File: config.mk
export PLATFORM = sky130hd
export DESIGN_NAME = hibernate_wake_sequencer
export DESIGN_NICKNAME = d
export VERILOG_FILES = /design/src/hibernate_wake_sequencer.v
export VERILOG_INCLUDE_DIRS = /design/src
export SDC_FILE = /design/constraint.sdc
export NUM_CORES = 1
export LEC_CHECK = 0
export BUFFER_PORTS_ARGS = -buffer_cell sky130_fd_sc_hd__buf_4
export CAP_MARGIN = 30
export CORE_MARGIN = 2
export CORE_UTILIZATION = 58
export DETAILED_ROUTE_END_ITERATION = 7
export PLACE_DENSITY = 0.83
export SLEW_MARGIN = 20
export SYNTH_ARGS = -nofsm -noshare
export SYNTH_HDL_FRONTEND = slang
export SYNTH_SLANG_ARGS = --single-unit
File: constraint.sdc
create_clock -name clk -period 2.29 [get_ports clk]
set_input_delay 0.1145 -clock clk [delete_from_list [all_inputs] [get_ports clk]]
set_output_delay 0.1145 -clock clk [all_outputs]
set_load 0.02 [all_outputs]
File: src/hibernate_wake_sequencer_defs.vh
// Constants for the hibernate wake sequencer: register offsets, field positions,
// reset values and timing counts.
// Assumes a 10 MHz system clock and a 32.768 kHz hibernate tick derived from it.
`ifndef HIBERNATE_WAKE_SEQUENCER_DEFS_VH
`define HIBERNATE_WAKE_SEQUENCER_DEFS_VH

////////////////////////////////////////////////////////////////////////////////
// Register byte offsets.
`define OFS_SLEEP_CTRL 4'h0
`define OFS_WAKE_STATUS 4'h4
`define OFS_RTC_MATCH 4'h8
`define OFS_RTC_COUNT 4'hc

////////////////////////////////////////////////////////////////////////////////
// Sleep control register fields.
`define CTL_REQ 0
`define CTL_OSC_EN 1
`define CTL_RTC_WAKE_EN 2
`define CTL_PIN_WAKE_EN 3
`define CTL_KEPT_ON 4
`define CTL_BOR_EN 5
`define CTL_SLEEPING 31
`define CTL_RESET 6'h00
`define CTL_ISOLATED_VIEW 32'h8000_0000

// Wake status register fields (write one to clear).
`define STS_RTC_MATCH 0
`define STS_PIN_WAKE 1
`define STS_ROUSE_IRQ 2
`define STS_WAKE_LOST 3
`define STS_RESET 4'h0

////////////////////////////////////////////////////////////////////////////////
// Timing.
`define CLK_HZ 10000000
`define SLOW_CLK_HZ 32768
`define SLOW_DIV (`CLK_HZ / `SLOW_CLK_HZ)
`define ENTRY_TICKS 3
`define LEAD_US 31
`define LEAD_CYC ((`LEAD_US * `CLK_HZ) / 1000000)
`define SUPPLY_STABLE_TICKS 3

`endif

File: src/hibernate_wake_sequencer.v
// Hibernation entry and wake sequencer of an always-on domain, defects included.
// Assumes supply comparator outputs and the rouse pin are asynchronous levels,
// and rst_n is the always-on power-on reset, untouched by a system reset.
`timescale 1ns/1ps
`include "hibernate_wake_sequencer_defs.vh"

module hibernate_wake_sequencer (
   // Clock and reset.
   input wire clk,
   input wire rst_n,
   // Register port.
   input wire [3:0] addr,
   input wire [31:0] wr_data,
   input wire wr_stb,
   input wire rd_stb,
   output reg [31:0] rd_data,
   // Pins and supply monitors.
   input wire rouse_pin,
   input wire supply_above_por,
   input wire supply_above_bor,
   output reg supply_off_output,
   output reg core_isolate
);

   ////////////////////////////////////////////////////////////////////////////////
   // Local constants.
   localparam [2:0] ST_ACTIVE = 3'd0; // Core running.
   localparam [2:0] ST_ENTRY = 3'd1; // Request taken, match window open.
   localparam [2:0] ST_PRE_OFF = 3'd2; // Isolated, lead time before supply-off.
   localparam [2:0] ST_OFF_WAIT = 3'd3; // Supply-off driven, waiting for decay.
   localparam [2:0] ST_HIBER = 3'd4; // Asleep, wake sources armed.
   localparam [2:0] ST_EXIT = 3'd5; // Supply returning.
   localparam integer DIV_LAST = `SLOW_DIV - 1; // Cut to the counter width where compared.
   localparam integer LEAD_LAST = `LEAD_CYC - 1; // Cut to the counter width where compared.
   localparam integer ENTRY_LAST = `ENTRY_TICKS - 1; // Cut to the counter width where compared.
   localparam integer STABLE_LAST = `SUPPLY_STABLE_TICKS - 1; // Cut to the counter width where compared.

   ////////////////////////////////////////////////////////////////////////////////
   // Declarations.
   reg [8:0] div_q; // Hibernate tick divider.
   reg tick_q; // One-cycle hibernate tick enable.
   reg [1:0] rouse_s_q; // Rouse pin synchroniser.
   reg [1:0] por_s_q; // Power-on comparator synchroniser.
   reg [1:0] bor_s_q; // Brown-out comparator synchroniser.
   reg [2:0] state_q; // Sequencer state.
   reg [8:0] lead_q; // Lead-time counter before supply-off.
   reg [1:0] tick_cnt_q; // Hibernate tick counter for entry and exit.
   reg dip_seen_q; // Supply dipped after a short rise.
   reg pin_wake_q; // Current wake came from the rouse pin.
   reg [5:0] ctl_q; // Writable control bits.
   reg [3:0] sts_q; // Sticky wake status.
   reg [31:0] match_q; // RTC match value.
   reg [31:0] rtc_q; // RTC count.
   wire rouse; // Synchronised rouse pin.
   wire por_ok; // Synchronised supply above power-on threshold.
   wire bor_ok; // Synchronised supply above brown-out threshold.
   wire rtc_hit; // RTC equals match on a tick.
   wire ctl_wr; // Control write, blocked while isolated.
   wire kept_on; // Core supply stays on during sleep.
   wire supply_gone; // Supply has fallen below the active threshold.
   wire rtc_wake; // Armed RTC wake.
   wire pin_wake; // Armed pin wake.
   reg set_match; // Status set requests this cycle.
   reg set_pin;
   reg set_irq;
   reg set_lost;

   ////////////////////////////////////////////////////////////////////////////////
   // Functions.
   // Builds the control register read value; isolation hides all but the sleep flag.
   function [31:0] ctl_read;
      input [5:0] bits;
      input iso;
      input req_busy;
      begin
         if (iso) begin
            ctl_read = `CTL_ISOLATED_VIEW;
         end else begin
            ctl_read = {26'h000_0000, bits[5:1], req_busy};
         end
      end
   endfunction

   ////////////////////////////////////////////////////////////////////////////////
   // Input synchronisers and the hibernate tick.
   // Two flops on every asynchronous input before any logic reads it.
   always @(posedge clk) begin
      if (!rst_n) begin
         rouse_s_q <= 2'b00;
         por_s_q <= 2'b00;
         bor_s_q <= 2'b00;
      end else begin
         rouse_s_q <= {rouse_s_q[0], rouse_pin};
         por_s_q <= {por_s_q[0], supply_above_por};
         bor_s_q <= {bor_s_q[0], supply_above_bor};
      end
   end

   assign rouse = rouse_s_q[1];
   assign por_ok = por_s_q[1];
   assign bor_ok = bor_s_q[1];

   // Divides the system clock to the 32.768 kHz tick enable.
   always @(posedge clk) begin
      if (!rst_n) begin
         div_q <= 9'h000;
         tick_q <= 1'b0;
      end else if (div_q == DIV_LAST[8:0]) begin
         div_q <= 9'h000;
         tick_q <= 1'b1;
      end else begin
         div_q <= div_q + 9'h001;
         tick_q <= 1'b0;
      end
   end

   ////////////////////////////////////////////////////////////////////////////////
   // Wake sources.
   assign kept_on = ctl_q[`CTL_KEPT_ON];
   assign rtc_hit = tick_q && (rtc_q == match_q);
   assign rtc_wake = rtc_hit && ctl_q[`CTL_RTC_WAKE_EN];
   assign pin_wake = rouse && ctl_q[`CTL_PIN_WAKE_EN];
   // Brown-out detection, when on, ends the loss window earlier than power-on.
   assign supply_gone = ctl_q[`CTL_BOR_EN] ? !bor_ok : !por_ok;
   assign ctl_wr = wr_stb && (addr == `OFS_SLEEP_CTRL) && !core_isolate;

   // RTC count runs on the tick; software may load it.
   always @(posedge clk) begin
      if (!rst_n) begin
         rtc_q <= 32'h0000_0000;
         match_q <= 32'hffff_ffff;
      end else begin
         if (wr_stb && addr == `OFS_RTC_COUNT) begin
            rtc_q <= wr_data;
         end else if (tick_q) begin
            rtc_q <= rtc_q + 32'h0000_0001;
         end
         if (wr_stb && addr == `OFS_RTC_MATCH) begin
            match_q <= wr_data;
         end
      end
   end

   ////////////////////////////////////////////////////////////////////////////////
   // Sequencer.
   // Steps from request through isolation, supply-off, sleep and exit.
   always @(posedge clk) begin
      if (!rst_n) begin
         state_q <= ST_ACTIVE;
         lead_q <= 9'h000;
         tick_cnt_q <= 2'b00;
         dip_seen_q <= 1'b0;
         pin_wake_q <= 1'b0;
         supply_off_output <= 1'b0;
         core_isolate <= 1'b0;
      end else begin
         case (state_q)
            ST_ACTIVE: begin
               // A request is taken only with the slow oscillator running.
               if (ctl_wr && wr_data[`CTL_REQ] && wr_data[`CTL_OSC_EN]) begin
                  state_q <= ST_ENTRY;
                  tick_cnt_q <= 2'b00;
               end
            end
            ST_ENTRY: begin
               // A pin wake here comes before the loss window and cancels entry.
               if (pin_wake) begin
                  state_q <= ST_ACTIVE;
               end else if (tick_q) begin
                  if (tick_cnt_q == ENTRY_LAST[1:0]) begin
                     core_isolate <= 1'b1;
                     lead_q <= 9'h000;
                     if (kept_on) begin
                        supply_off_output <= 1'b1;
                        state_q <= ST_HIBER;
                     end else begin
                        state_q <= ST_PRE_OFF;
                     end
                  end else begin
                     tick_cnt_q <= tick_cnt_q + 2'b01;
                  end
               end
            end
            ST_PRE_OFF: begin
               // Wakes are ignored for the lead time before supply-off.
               if (lead_q == LEAD_LAST[8:0]) begin
                  supply_off_output <= 1'b1;
                  state_q <= ST_OFF_WAIT;
               end else begin
                  lead_q <= lead_q + 9'h001;
               end
            end
            ST_OFF_WAIT: begin
               // Wakes stay lost until the supply has decayed.
               if (supply_gone) begin
                  state_q <= ST_HIBER;
               end
            end
            ST_HIBER: begin
               if (pin_wake || rtc_wake) begin
                  pin_wake_q <= pin_wake;
                  supply_off_output <= 1'b0;
                  tick_cnt_q <= 2'b00;
                  dip_seen_q <= 1'b0;
                  state_q <= ST_EXIT;
               end
            end
            ST_EXIT: begin
               if (kept_on) begin
                  core_isolate <= 1'b0;
                  state_q <= ST_ACTIVE;
               end else if (!por_ok) begin
                  // A fall after one or two ticks above threshold loses the interrupt.
                  if (tick_cnt_q != 2'b00) begin
                     dip_seen_q <= 1'b1;
                  end
                  tick_cnt_q <= 2'b00;
               end else if (tick_q) begin
                  if (tick_cnt_q == STABLE_LAST[1:0]) begin
                     core_isolate <= 1'b0;
                     state_q <= ST_ACTIVE;
                  end else begin
                     tick_cnt_q <= tick_cnt_q + 2'b01;
                  end
               end
            end
            default: begin
               state_q <= ST_ACTIVE;
               supply_off_output <= 1'b0;
               core_isolate <= 1'b0;
            end
         endcase
      end
   end

   ////////////////////////////////////////////////////////////////////////////////
   // Status events.
   // Decides which sticky status bits the hardware sets this cycle.
   always @* begin
      set_match = 1'b0;
      set_pin = 1'b0;
      set_irq = 1'b0;
      set_lost = 1'b0;
      case (state_q)
         ST_ACTIVE: begin
            set_match = rtc_hit;
            set_pin = rouse;
            set_irq = rouse;
         end
         ST_ENTRY: begin
            // Matches in the first ticks after the request vanish.
            set_lost = rtc_hit;
            set_pin = pin_wake;
            set_irq = pin_wake;
         end
         ST_PRE_OFF, ST_OFF_WAIT: begin
            set_lost = pin_wake || rtc_wake;
         end
         ST_HIBER: begin
            set_match = rtc_wake;
            set_pin = pin_wake;
         end
         ST_EXIT: begin
            // Rouse interrupt raised at completion of a pin wake unless a dip was seen.
            set_irq = pin_wake_q && !dip_seen_q &&
               (kept_on || (por_ok && tick_q && tick_cnt_q == STABLE_LAST[1:0]));
         end
         default: begin
            set_lost = 1'b0;
         end
      endcase
   end

   ////////////////////////////////////////////////////////////////////////////////
   // Registers.
   // Control bits; the request bit self-clears, writes are blocked while isolated.
   always @(posedge clk) begin
      if (!rst_n) begin
         ctl_q <= `CTL_RESET;
      end else if (ctl_wr) begin
         ctl_q <= {wr_data[5:1], 1'b0};
      end
   end

   // Sticky status, write one to clear; a set in the same cycle wins.
   always @(posedge clk) begin
      if (!rst_n) begin
         sts_q <= `STS_RESET;
      end else begin
         if (wr_stb && addr == `OFS_WAKE_STATUS) begin
            sts_q <= (sts_q & ~wr_data[3:0]) | {set_lost, set_irq, set_pin, set_match};
         end else begin
            sts_q <= sts_q | {set_lost, set_irq, set_pin, set_match};
         end
      end
   end

   // Read data stand for the single cycle after the read strobe.
   always @(posedge clk) begin
      if (!rst_n) begin
         rd_data <= 32'h0000_0000;
      end else if (rd_stb) begin
         case (addr)
            `OFS_SLEEP_CTRL: begin
               rd_data <= ctl_read(ctl_q, core_isolate, state_q == ST_ENTRY);
            end
            `OFS_WAKE_STATUS: begin
               rd_data <= {21'h00_0000, state_q, 4'h0, sts_q};
            end
            `OFS_RTC_MATCH: begin
               rd_data <= match_q;
            end
            `OFS_RTC_COUNT: begin
               rd_data <= rtc_q;
            end
            default: begin
               rd_data <= 32'h0000_0000;
            end
         endcase
      end else begin
         rd_data <= 32'h0000_0000;
      end
   end

endmodule

; ---- Word-level counts from Yosys, hierarchy flattened
; Index checks and enable logic that the tools add are counted.
[totals]
input_bits = 43
word_cells = 153
out_inout_bits = 34
regBits = 139
[op_classes]
mux = 56
n_reduce_logical = 40
n_eq_ne = 29
bitwise = 7
addsub = 4
[op_table]
columns = op, count
row1 = $pmux W32 S4, 1
row2 = $mux W32, 3
row3 = $mux W3, 12
row4 = $mux W9, 4
row5 = $add A32 B1 Y32 const B, 1
row6 = $eq A32 B32 Y1, 1
row7 = $ne A2 B2 Y1 const B, 12
row8 = $add A9 B1 Y9 const B, 2
row9 = $eq A9 B9 Y1 const B, 2
row10 = $mux W1, 18
row11 = $pmux W3 S6, 1
row12 = $pmux W9 S2, 1
row13 = $ne A3 B3 Y1 const B, 5
row14 = $reduce_and A5 Y1, 3
row15 = $logic_and A1 B1 Y1, 14
row16 = $mux W2, 7
row17 = $reduce_and A7 Y1, 2
row18 = $reduce_and A9 Y1, 1
row19 = $eq A4 B4 Y1 const B, 2
row20 = $or A4 B4 Y4, 2
row21 = $pmux W1 S2, 4
row22 = $pmux W2 S4, 1
row23 = $reduce_bool A2 Y1, 4
row24 = $eq A3 B2 Y1 const B, 2
row25 = other kinds (20), 31

; ---- Longest topological paths before layout
; Gate-level depths: netlist (run 1).
[logic_depth]
depth_word = 7
ltp_mapped = 8
depth_no_buf = 8

; ---- Least setup slack after synthesis (run 1)
; OpenSTA, ideal clock, no wires.
[synth_timing]
path_kind = register to register
from = register rtc_q[20]
to = register tick_cnt_q[1]
stages_incl_launch_ff = 8
path_buffers = 1
required_ns = 2.173
synth_period_minus_slack_ns = 2.036
setup_ns = 0.117
t_arrival_ns = 1.920
setup_slack_ns = 0.254
path_cell_list = dfxtp_1 -> clkbuf_1 -> xnor2_1 -> nand4_1 -> nor4_1 -> nor4b_1 -> o41ai_1 -> a22o_1
[synth_via]
elab_chain_len = 6
[synth_rtl]
columns = element, line_no
row1 = from (decl), hibernate_wake_sequencer.v:53  ; reg [31:0] rtc_q;
row2 = from (signal assigned), hibernate_wake_sequencer.v:134  ; rtc_q <= wr_data;
row3 = from (signal assigned), hibernate_wake_sequencer.v:136  ; rtc_q <= rtc_q + 32'h0000_0001;
row4 = $eq A32 B32 Y1, hibernate_wake_sequencer.v:120  ; assign rtc_hit = tick_q && (rtc_q == match_q);
row5 = $logic_and A1 B1 Y1, hibernate_wake_sequencer.v:120
row6 = $logic_and A1 B1 Y1, hibernate_wake_sequencer.v:121  ; assign rtc_wake = rtc_hit && ctl_q[`CTL_RTC_WAKE_EN];
row7 = $logic_or A1 B1 Y1, hibernate_wake_sequencer.v:200  ; if (pin_wake || rtc_wake) begin
row8 = $ne A2 B2 Y1 (no source line), -
row9 = $reduce_and A5 Y1 (no source line), -
row10 = to (signal assigned), hibernate_wake_sequencer.v:180  ; tick_cnt_q <= tick_cnt_q + 2'b01;
row11 = to (signal assigned), hibernate_wake_sequencer.v:223  ; tick_cnt_q <= tick_cnt_q + 2'b01;
row12 = to (decl), hibernate_wake_sequencer.v:47  ; reg [1:0] tick_cnt_q;
; Every way passes these cells.
; A chain may end at the register's enable or synchronous reset.

; ---- Worst setup path after layout (run 1)
[layout_timing]
from = register rtc_q[1]
to = register rtc_q[26]
[layout_via]
elab_chain_len = 3
[layout_rtl]
columns = element, line_no
row1 = $add A32 B1 Y32, hibernate_wake_sequencer.v:136
row2 = $mux W32, hibernate_wake_sequencer.v:135  ; end else if (tick_q) begin
row3 = $mux W32, hibernate_wake_sequencer.v:133  ; if (wr_stb && addr == `OFS_RTC_COUNT) begin
; Every way passes these cells. The select of a mux whose other input is x is not followed.

==> out/metrics.yaml, run 1 <==
yosysWarnings: 0
synth_top_flop_cell: "dfxtp_1"
drt-total-wl_um: 18200
pin_count: 77
grt_pass1_vias: 5943
hold_violations: 0
dpl-instance-area_um2: 7150
p_switching_uw: 1620
clk_pin_slew_worst_paths_ps: 60
synth_edf_count: 0
hpwl_um: 11700
mappedNetlistNets: 813
period_minus_slack_ps: 2200
drv_slew: 0
drt_pass1_iterations: 7
drtIter0Drc: 805
synthMostInstantiatedCell: "dfxtp_1"
required_ps: 2730
power_density_nw_per_um2: 757
irDropWorstVdd_v: 0.000772
crit_arrival_ps: 2650
synth_xor_area_share_pct: 10.4
numPortBuffers: 76
syn-cell-area_um2: 6460
synth_cells: 763
syn_to_final_growth_pct: 25.8
wl_per_cell_um: 17.8
grt_max_degree: 65
rsz0062_at_grt: "false"
final_area_um2: 8120
clk_path_buf_depth: 2
synth.mux.area_fraction_pct: 2.03
synthAdderAreaFrac_pct: 1.36
p_int_uw: 4530
switching_share_pct: 26.4
finish.utilization_pct: 74.9
rows: 38
maxCapViolations: 0
start_util_pct: 59.6
synth_seq_cells: 139
synth_area_per_cell_um2: 8.46
fmax_mhz: 454
clock_latency_ps: 550
grt_pass1_wl_um: 29500
vias_per_cell: 6.01
pwr-share-seq_pct: 42.7
chipHeight_um: 110
cts_setup_buffers: 0
cts_tree: "built"
drc: 0
p_clk_share_pct: 44.8
ant_nets: 0
worst_setup_path_end_kind: "register"
cts_root_buf: "clkbuf_8"
cts_sinks: 139
worst_slew_pin_slew_ps: 763
dp.cells: 954
antenna_found_initial: 0
setup_viol: 0
design.die.area_um2: 12000
hp-class: "in2reg"
startpoint_type: "register"
drive_gt1_share_pct: 17.7
yosys.area_share.simple_pct: 25.5
synth_top_family_by_area: "simple AND/OR/NAND/NOR gates"
async_reset_ff_share_pct: 0
relSlewSlack_pct: 49.1
vias: 6151
fin_setup_tns_ps: 0
crit_type: "reg2reg"
comb_power_share_pct: 12.4
htreeDepth: 4
core_um2: 10800
synthTopCellsByArea: "dfxtp_1 43%, xor2_1 6.9%, nand2_1 6.3%"
grt-ovfl-total: 0
gp_congestion: 0.927
fp.dieW_um: 110
synth_compound_area_share_pct: 13.2
synth_sequential_area_ratio_pct: 43.1
path_max_fanout: 6
synth_cell_types: 64
antennaDiodeCount: 0
ys_top_cells_by_count: "139 x dfxtp_1, 108 x nand2_1, 92 x nor2_1"
synth.top_cell.area_share_pct: 43.1
p_leak_uw: 0.00321
status: "completed"
synth.largest_area_cell: "dfxtp_1"
final_cells: 1023
fin_crit_sh_pct: 96.1
nNetsFinal: 920
cts_made_buffers: 17
skew_ps: 6.51
grt_use_total_pct: 32.0
[worst max-delay path, stage by stage, from the launching register on]
cell and delay [ps]:
dfxtp_1 450, ha_1 260, nand3_1 170, nor3_4 200
nand3_1 140, or4_1 430, xor2_1 170, a211oi_1 280
[cells by family after synthesis]
group | count (synthesis)
AOI/OAI and AO/OA | 122
and+or+nand+nor | 343
muxes | 12
xor gates and xnor gates | 77
DFF | 139
adders and majority gates | 7
buffers and inverters | 63
[power by group through the flow]
stage	Combinational [uW]	Sequential (uW)	Clock (uW)
after floorplan	481	2620	0
after global placement	665	2670	0
after detailed placement	687	2670	0
after CTS	746	2620	2790
after global routing	843	2630	2870
final	765	2630	2760
[timing repair]
action | CTS | global route
endpoints found under the hold margin | 80 | 0
hold buffers | 37 | 0
endpoints found under the setup margin | 0 | 3
resized for setup | 0 | 1
[sequential cells by signal, summed over array words and instances (netlist names)]
name,flops
match_q,32
rd_data,32
rtc_q,32
div_q,9
lead_q,9
ctl_q,5
sts_q,4
state_q,3
bor_s_q,2
por_s_q,2
rouse_s_q,2
tick_cnt_q,2
core_isolate,1
dip_seen_q,1
pin_wake_q,1
supply_off_output,1
tick_q,1
[layout make-up]
class | instances | area, um2
inverter | 14 | 52.6
clock inverter | 14 | 173
multi-input combinational | 561 | 3390
sequential | 139 | 2780
timing repair buffer | 137 | 1120
tap | 140 | 175
clock buffer | 18 | 428
fill | 783 | 2720
[final timing paths]
check	from	end	slack [ps]	cells past startpoint
worst min-delay path	addr[0]	rd_data[0]	40	4
worst max register to register	rtc_q[1]	rtc_q[26]	90	7
worst max-delay path	rtc_q[1]	rtc_q[26]	90	7
worst min register to register	rouse_s_q[0]	rouse_s_q[1]	430	1
[stage by stage]
step	total power, uW	hold slack (ps)	worst slack (ps)
final	6150	36.8	88.3
after global routing	6350	58.8	2.05
after CTS	6150	18.5	105
after detailed placement	3360	326	126
after global placement	3330	322	173
after floorplan	3100	238	254
[per-layer routing]
layer  global-route usage (%)  share of wire, %  up-vias
li1                         -                 -     2874
met1                     40.1                41     2912
met2                     51.6                48      311
met3                     7.29               8.0       54
met4                     16.5               3.1        0
met5                        0                 0        -
[placed cells by master, fill, tap and decap left out, types with 6 or more instances in the layout]
master         Yosys  routed
dfxtp_1          139     138
nand2_1          108     108
buf_4              0     100
nor2_1            92      92
nand3_1           57      57
xor2_1            51      51
dlygate4sd3_1      0      37
a22oi_1           31      31
xnor2_1           26      26
a21oi_1           23      23
a211oi_1          22      22
nand4_1           19      19
clkbuf_16          0      16
o21ai_0           15      15
inv_1             14      14
and2_1             9       9
mux2_2             9       9
nor3_1             8       8
and3_1             7       7
ha_1               7       7
a22o_1             6       6
No activity file was read; power rests on OpenSTA's default activity.
==> run 2, diff against run 1 <==
--- a/config.mk
+++ b/config.mk
@@ -9,9 +9,9 @@
 export BUFFER_PORTS_ARGS = -buffer_cell sky130_fd_sc_hd__buf_4
 export CAP_MARGIN = 30
 export CORE_MARGIN = 2
-export CORE_UTILIZATION = 58
+export CORE_UTILIZATION = 54
 export DETAILED_ROUTE_END_ITERATION = 7
-export PLACE_DENSITY = 0.83
+export PLACE_DENSITY = 0.79
 export SLEW_MARGIN = 20
 export SYNTH_ARGS = -nofsm -noshare
 export SYNTH_HDL_FRONTEND = slang
==> run 2 against run 1 <==
Effect of this change: clock power rose by 17%; clock skew rose by 9.3 ps; sequential power about the same; sequential share of layout area down 0.58 points; critical path depth decreased by 1; core utilization fell by 3.5 points; combinational power grew 4.3%; via count fell by 1.8%; largest power group unchanged.
==> out/metrics.yaml, run 2 (synthesized netlist as in run 1, its figures left out) <==
status: "completed"
endpoint: "rtc_q[29]"
ant_nets: 0  # unchanged
clk_pin_slew_worst_paths_ps: 60  # about the same
cp_num_cells: 6  # -1
grt_pass1_vias: 5946  # +0.050%
grt_use_total_pct: 28.8  # -3.2 points
final_common_cell: "dfxtp_1"
antennaDiodeCount: 0  # unchanged
irDropWorstVdd_v: 0.000578  # -25%
rsz0062_at_grt: "false"
numPortBuffers: 76  # unchanged
start_util_pct: 55.8  # -3.7 points
r2r-end: "rtc_q[29]"
drive_gt1_share_pct: 18.3  # +0.62 points
max_stage_delay_ps: 580  # +130 ps
clock_latency_ps: 430  # -120 ps
crit_arrival_ps: 2500  # -150 ps
hold_violations: 0  # unchanged
core_um2: 11600  # +6.7%
grt_max_degree: 65  # unchanged
skew_ps: 15.8  # +9.25 ps
crit_start: "rtc_q[2]"
setup_viol: 0  # unchanged
vias_per_cell: 5.87  # -2.3%
fin_setup_tns_ps: 0  # unchanged
htreeDepth: 4  # unchanged
hp-class: "in2reg"
gp_congestion: 0.883  # -4.7%
cp_top_family: "simple AND/OR/NAND/NOR gates"
path_cells: "nand3_2, or4_4, nor3b_4, nand3_1, xor2_1, a211oi_2"
power_density_nw_per_um2: 805  # +6.3%
chipHeight_um: 113  # +3.5%
drtIter0Drc: 655  # -19%
wl_per_cell_um: 17.4  # -2.4%
p_leak_uw: 0.00328  # +2.4%
reg_top3: "match_q x32, rd_data x32, rtc_q x32"
fin_crit_sh_pct: 94.5  # -1.7 points
p_clk_share_pct: 48.5  # +3.7 points
p_switching_uw: 1590  # -1.8%
drv_slew: 0  # unchanged
required_ps: 2620  # -110 ps
cts_made_buffers: 17  # unchanged
relSlewSlack_pct: 52.2  # +3.2 points
ff2ff_setup_slack_ps: 130  # +40 ps
nNetsFinal: 923  # +0.33%
vias: 6042  # -1.8%
p_int_uw: 5050  # +12%
antenna_found_initial: 0  # unchanged
r2r-start: "rtc_q[2]"
maxCapViolations: 0  # unchanged
fp.dieW_um: 113  # +3.5%
switching_share_pct: 24.0  # -2.4 points
grt-ovfl-total: 0  # unchanged
cts_root_buf: "clkbuf_16"
cts_sinks: 139  # unchanged
critPathBufInv: 0  # unchanged
path_max_fanout: 6  # unchanged
pin_count: 77  # unchanged
critPathSlowestCell: "or4_4"
hpwl_um: 12000  # +2.8%
cts_tree: "built"
design.die.area_um2: 12800  # +7.1%
drc: 0  # unchanged
syn_to_final_growth_pct: 27.9
cts_setup_buffers: 0  # unchanged
comb_power_share_pct: 12.0  # -0.4 points
clk_path_buf_depth: 2  # unchanged
drt-total-wl_um: 17900  # -1.8%
mostFrequentLayoutCells: "139 x dfxtp_1, 108 x nand2_1, 105 x buf_4, 92 x nor2_1, 57 x nand3_1"
grt_pass1_wl_um: 29200  # -0.75%
total_power_uw: 6650  # +8.1%
startpoint_type: "register"
reg2reg_depth: 6  # -1
worst_setup_path_end_kind: "register"
worst_slew_pin_slew_ps: 716  # -47.3 ps
period_minus_slack_ps: 2160  # -38.0 ps
fmax_mhz: 462  # +1.8%
crit_type: "reg2reg"
drt_pass1_iterations: 6  # -1
pwr-share-seq_pct: 39.5  # -3.2 points
rows: 39  # +2.6%
-- run 2: layout make-up --
cell class | instances | area, um2
multi-input cells | 561 | 3400
fillers | 872 | 3310
flip-flops and latches | 139 | 2780
repair buffers | 140 | 1140
clock buffers | 22 | 494
clock inverters | 10 | 209
well taps | 143 | 179
inverters | 14 | 52.6
-- run 2: per-layer routing --
metal,global-route usage (%),share of wire [%]
met2,46.8,47
met1,37.6,44
met3,6.00,7.1
met4,11.5,2.3
met5,0,0
-- run 2: metrics by stage --
stage          util (%)  setup slack [ps]  hold slack [ps]  instance area [um2]  instances
2_1_floorplan         -               254              238                 6460        763
3_3_place_gp       62.2               184              323                 7190        962
3_5_place_dp       62.2               120              329                 7190        962
4_1_cts            71.3              93.1             16.7                 8250       1029
5_1_grt            71.4              2.43             22.9                 8260       1029
6_report           71.4               126             22.1                 8260       1029
-- run 2: worst min-delay path, delay by kind of cell --
family,cells,cell delay (ps)
buffers and inverters,1,150
and+or+nand+nor,1,90
AOI/OAI and AO/OA,1,50
-- run 2: repair_timing --
action	CTS	global route
hold endpoints to repair	51	0
hold buffers	35	0
resized for setup	0	2
setup endpoints to repair	0	4
-- run 2: worst min-delay path by stage --
stage | to | startpoint | cells after the start | slack, ps
2_1_floorplan | match_q[1] | wr_data[1] | 2 | 240
3_3_place_gp | por_s_q[0] | supply_above_por | 2 | 320
3_5_place_dp | rouse_s_q[0] | rouse_pin | 2 | 330
4_1_cts | ctl_q[4] | wr_stb | 3 | 20
5_1_grt | ctl_q[5] | wr_stb | 3 | 20
6_report | ctl_q[4] | wr_stb | 3 | 20
-- run 2: power groups by stage --
stage	Sequential, uW	Clock, uW	Combinational (uW)
after floorplan	2620	0	481
after global placement	2670	0	708
final	2620	3230	798
after global routing	2630	3350	873
after detailed placement	2670	0	736
after CTS	2620	3250	787
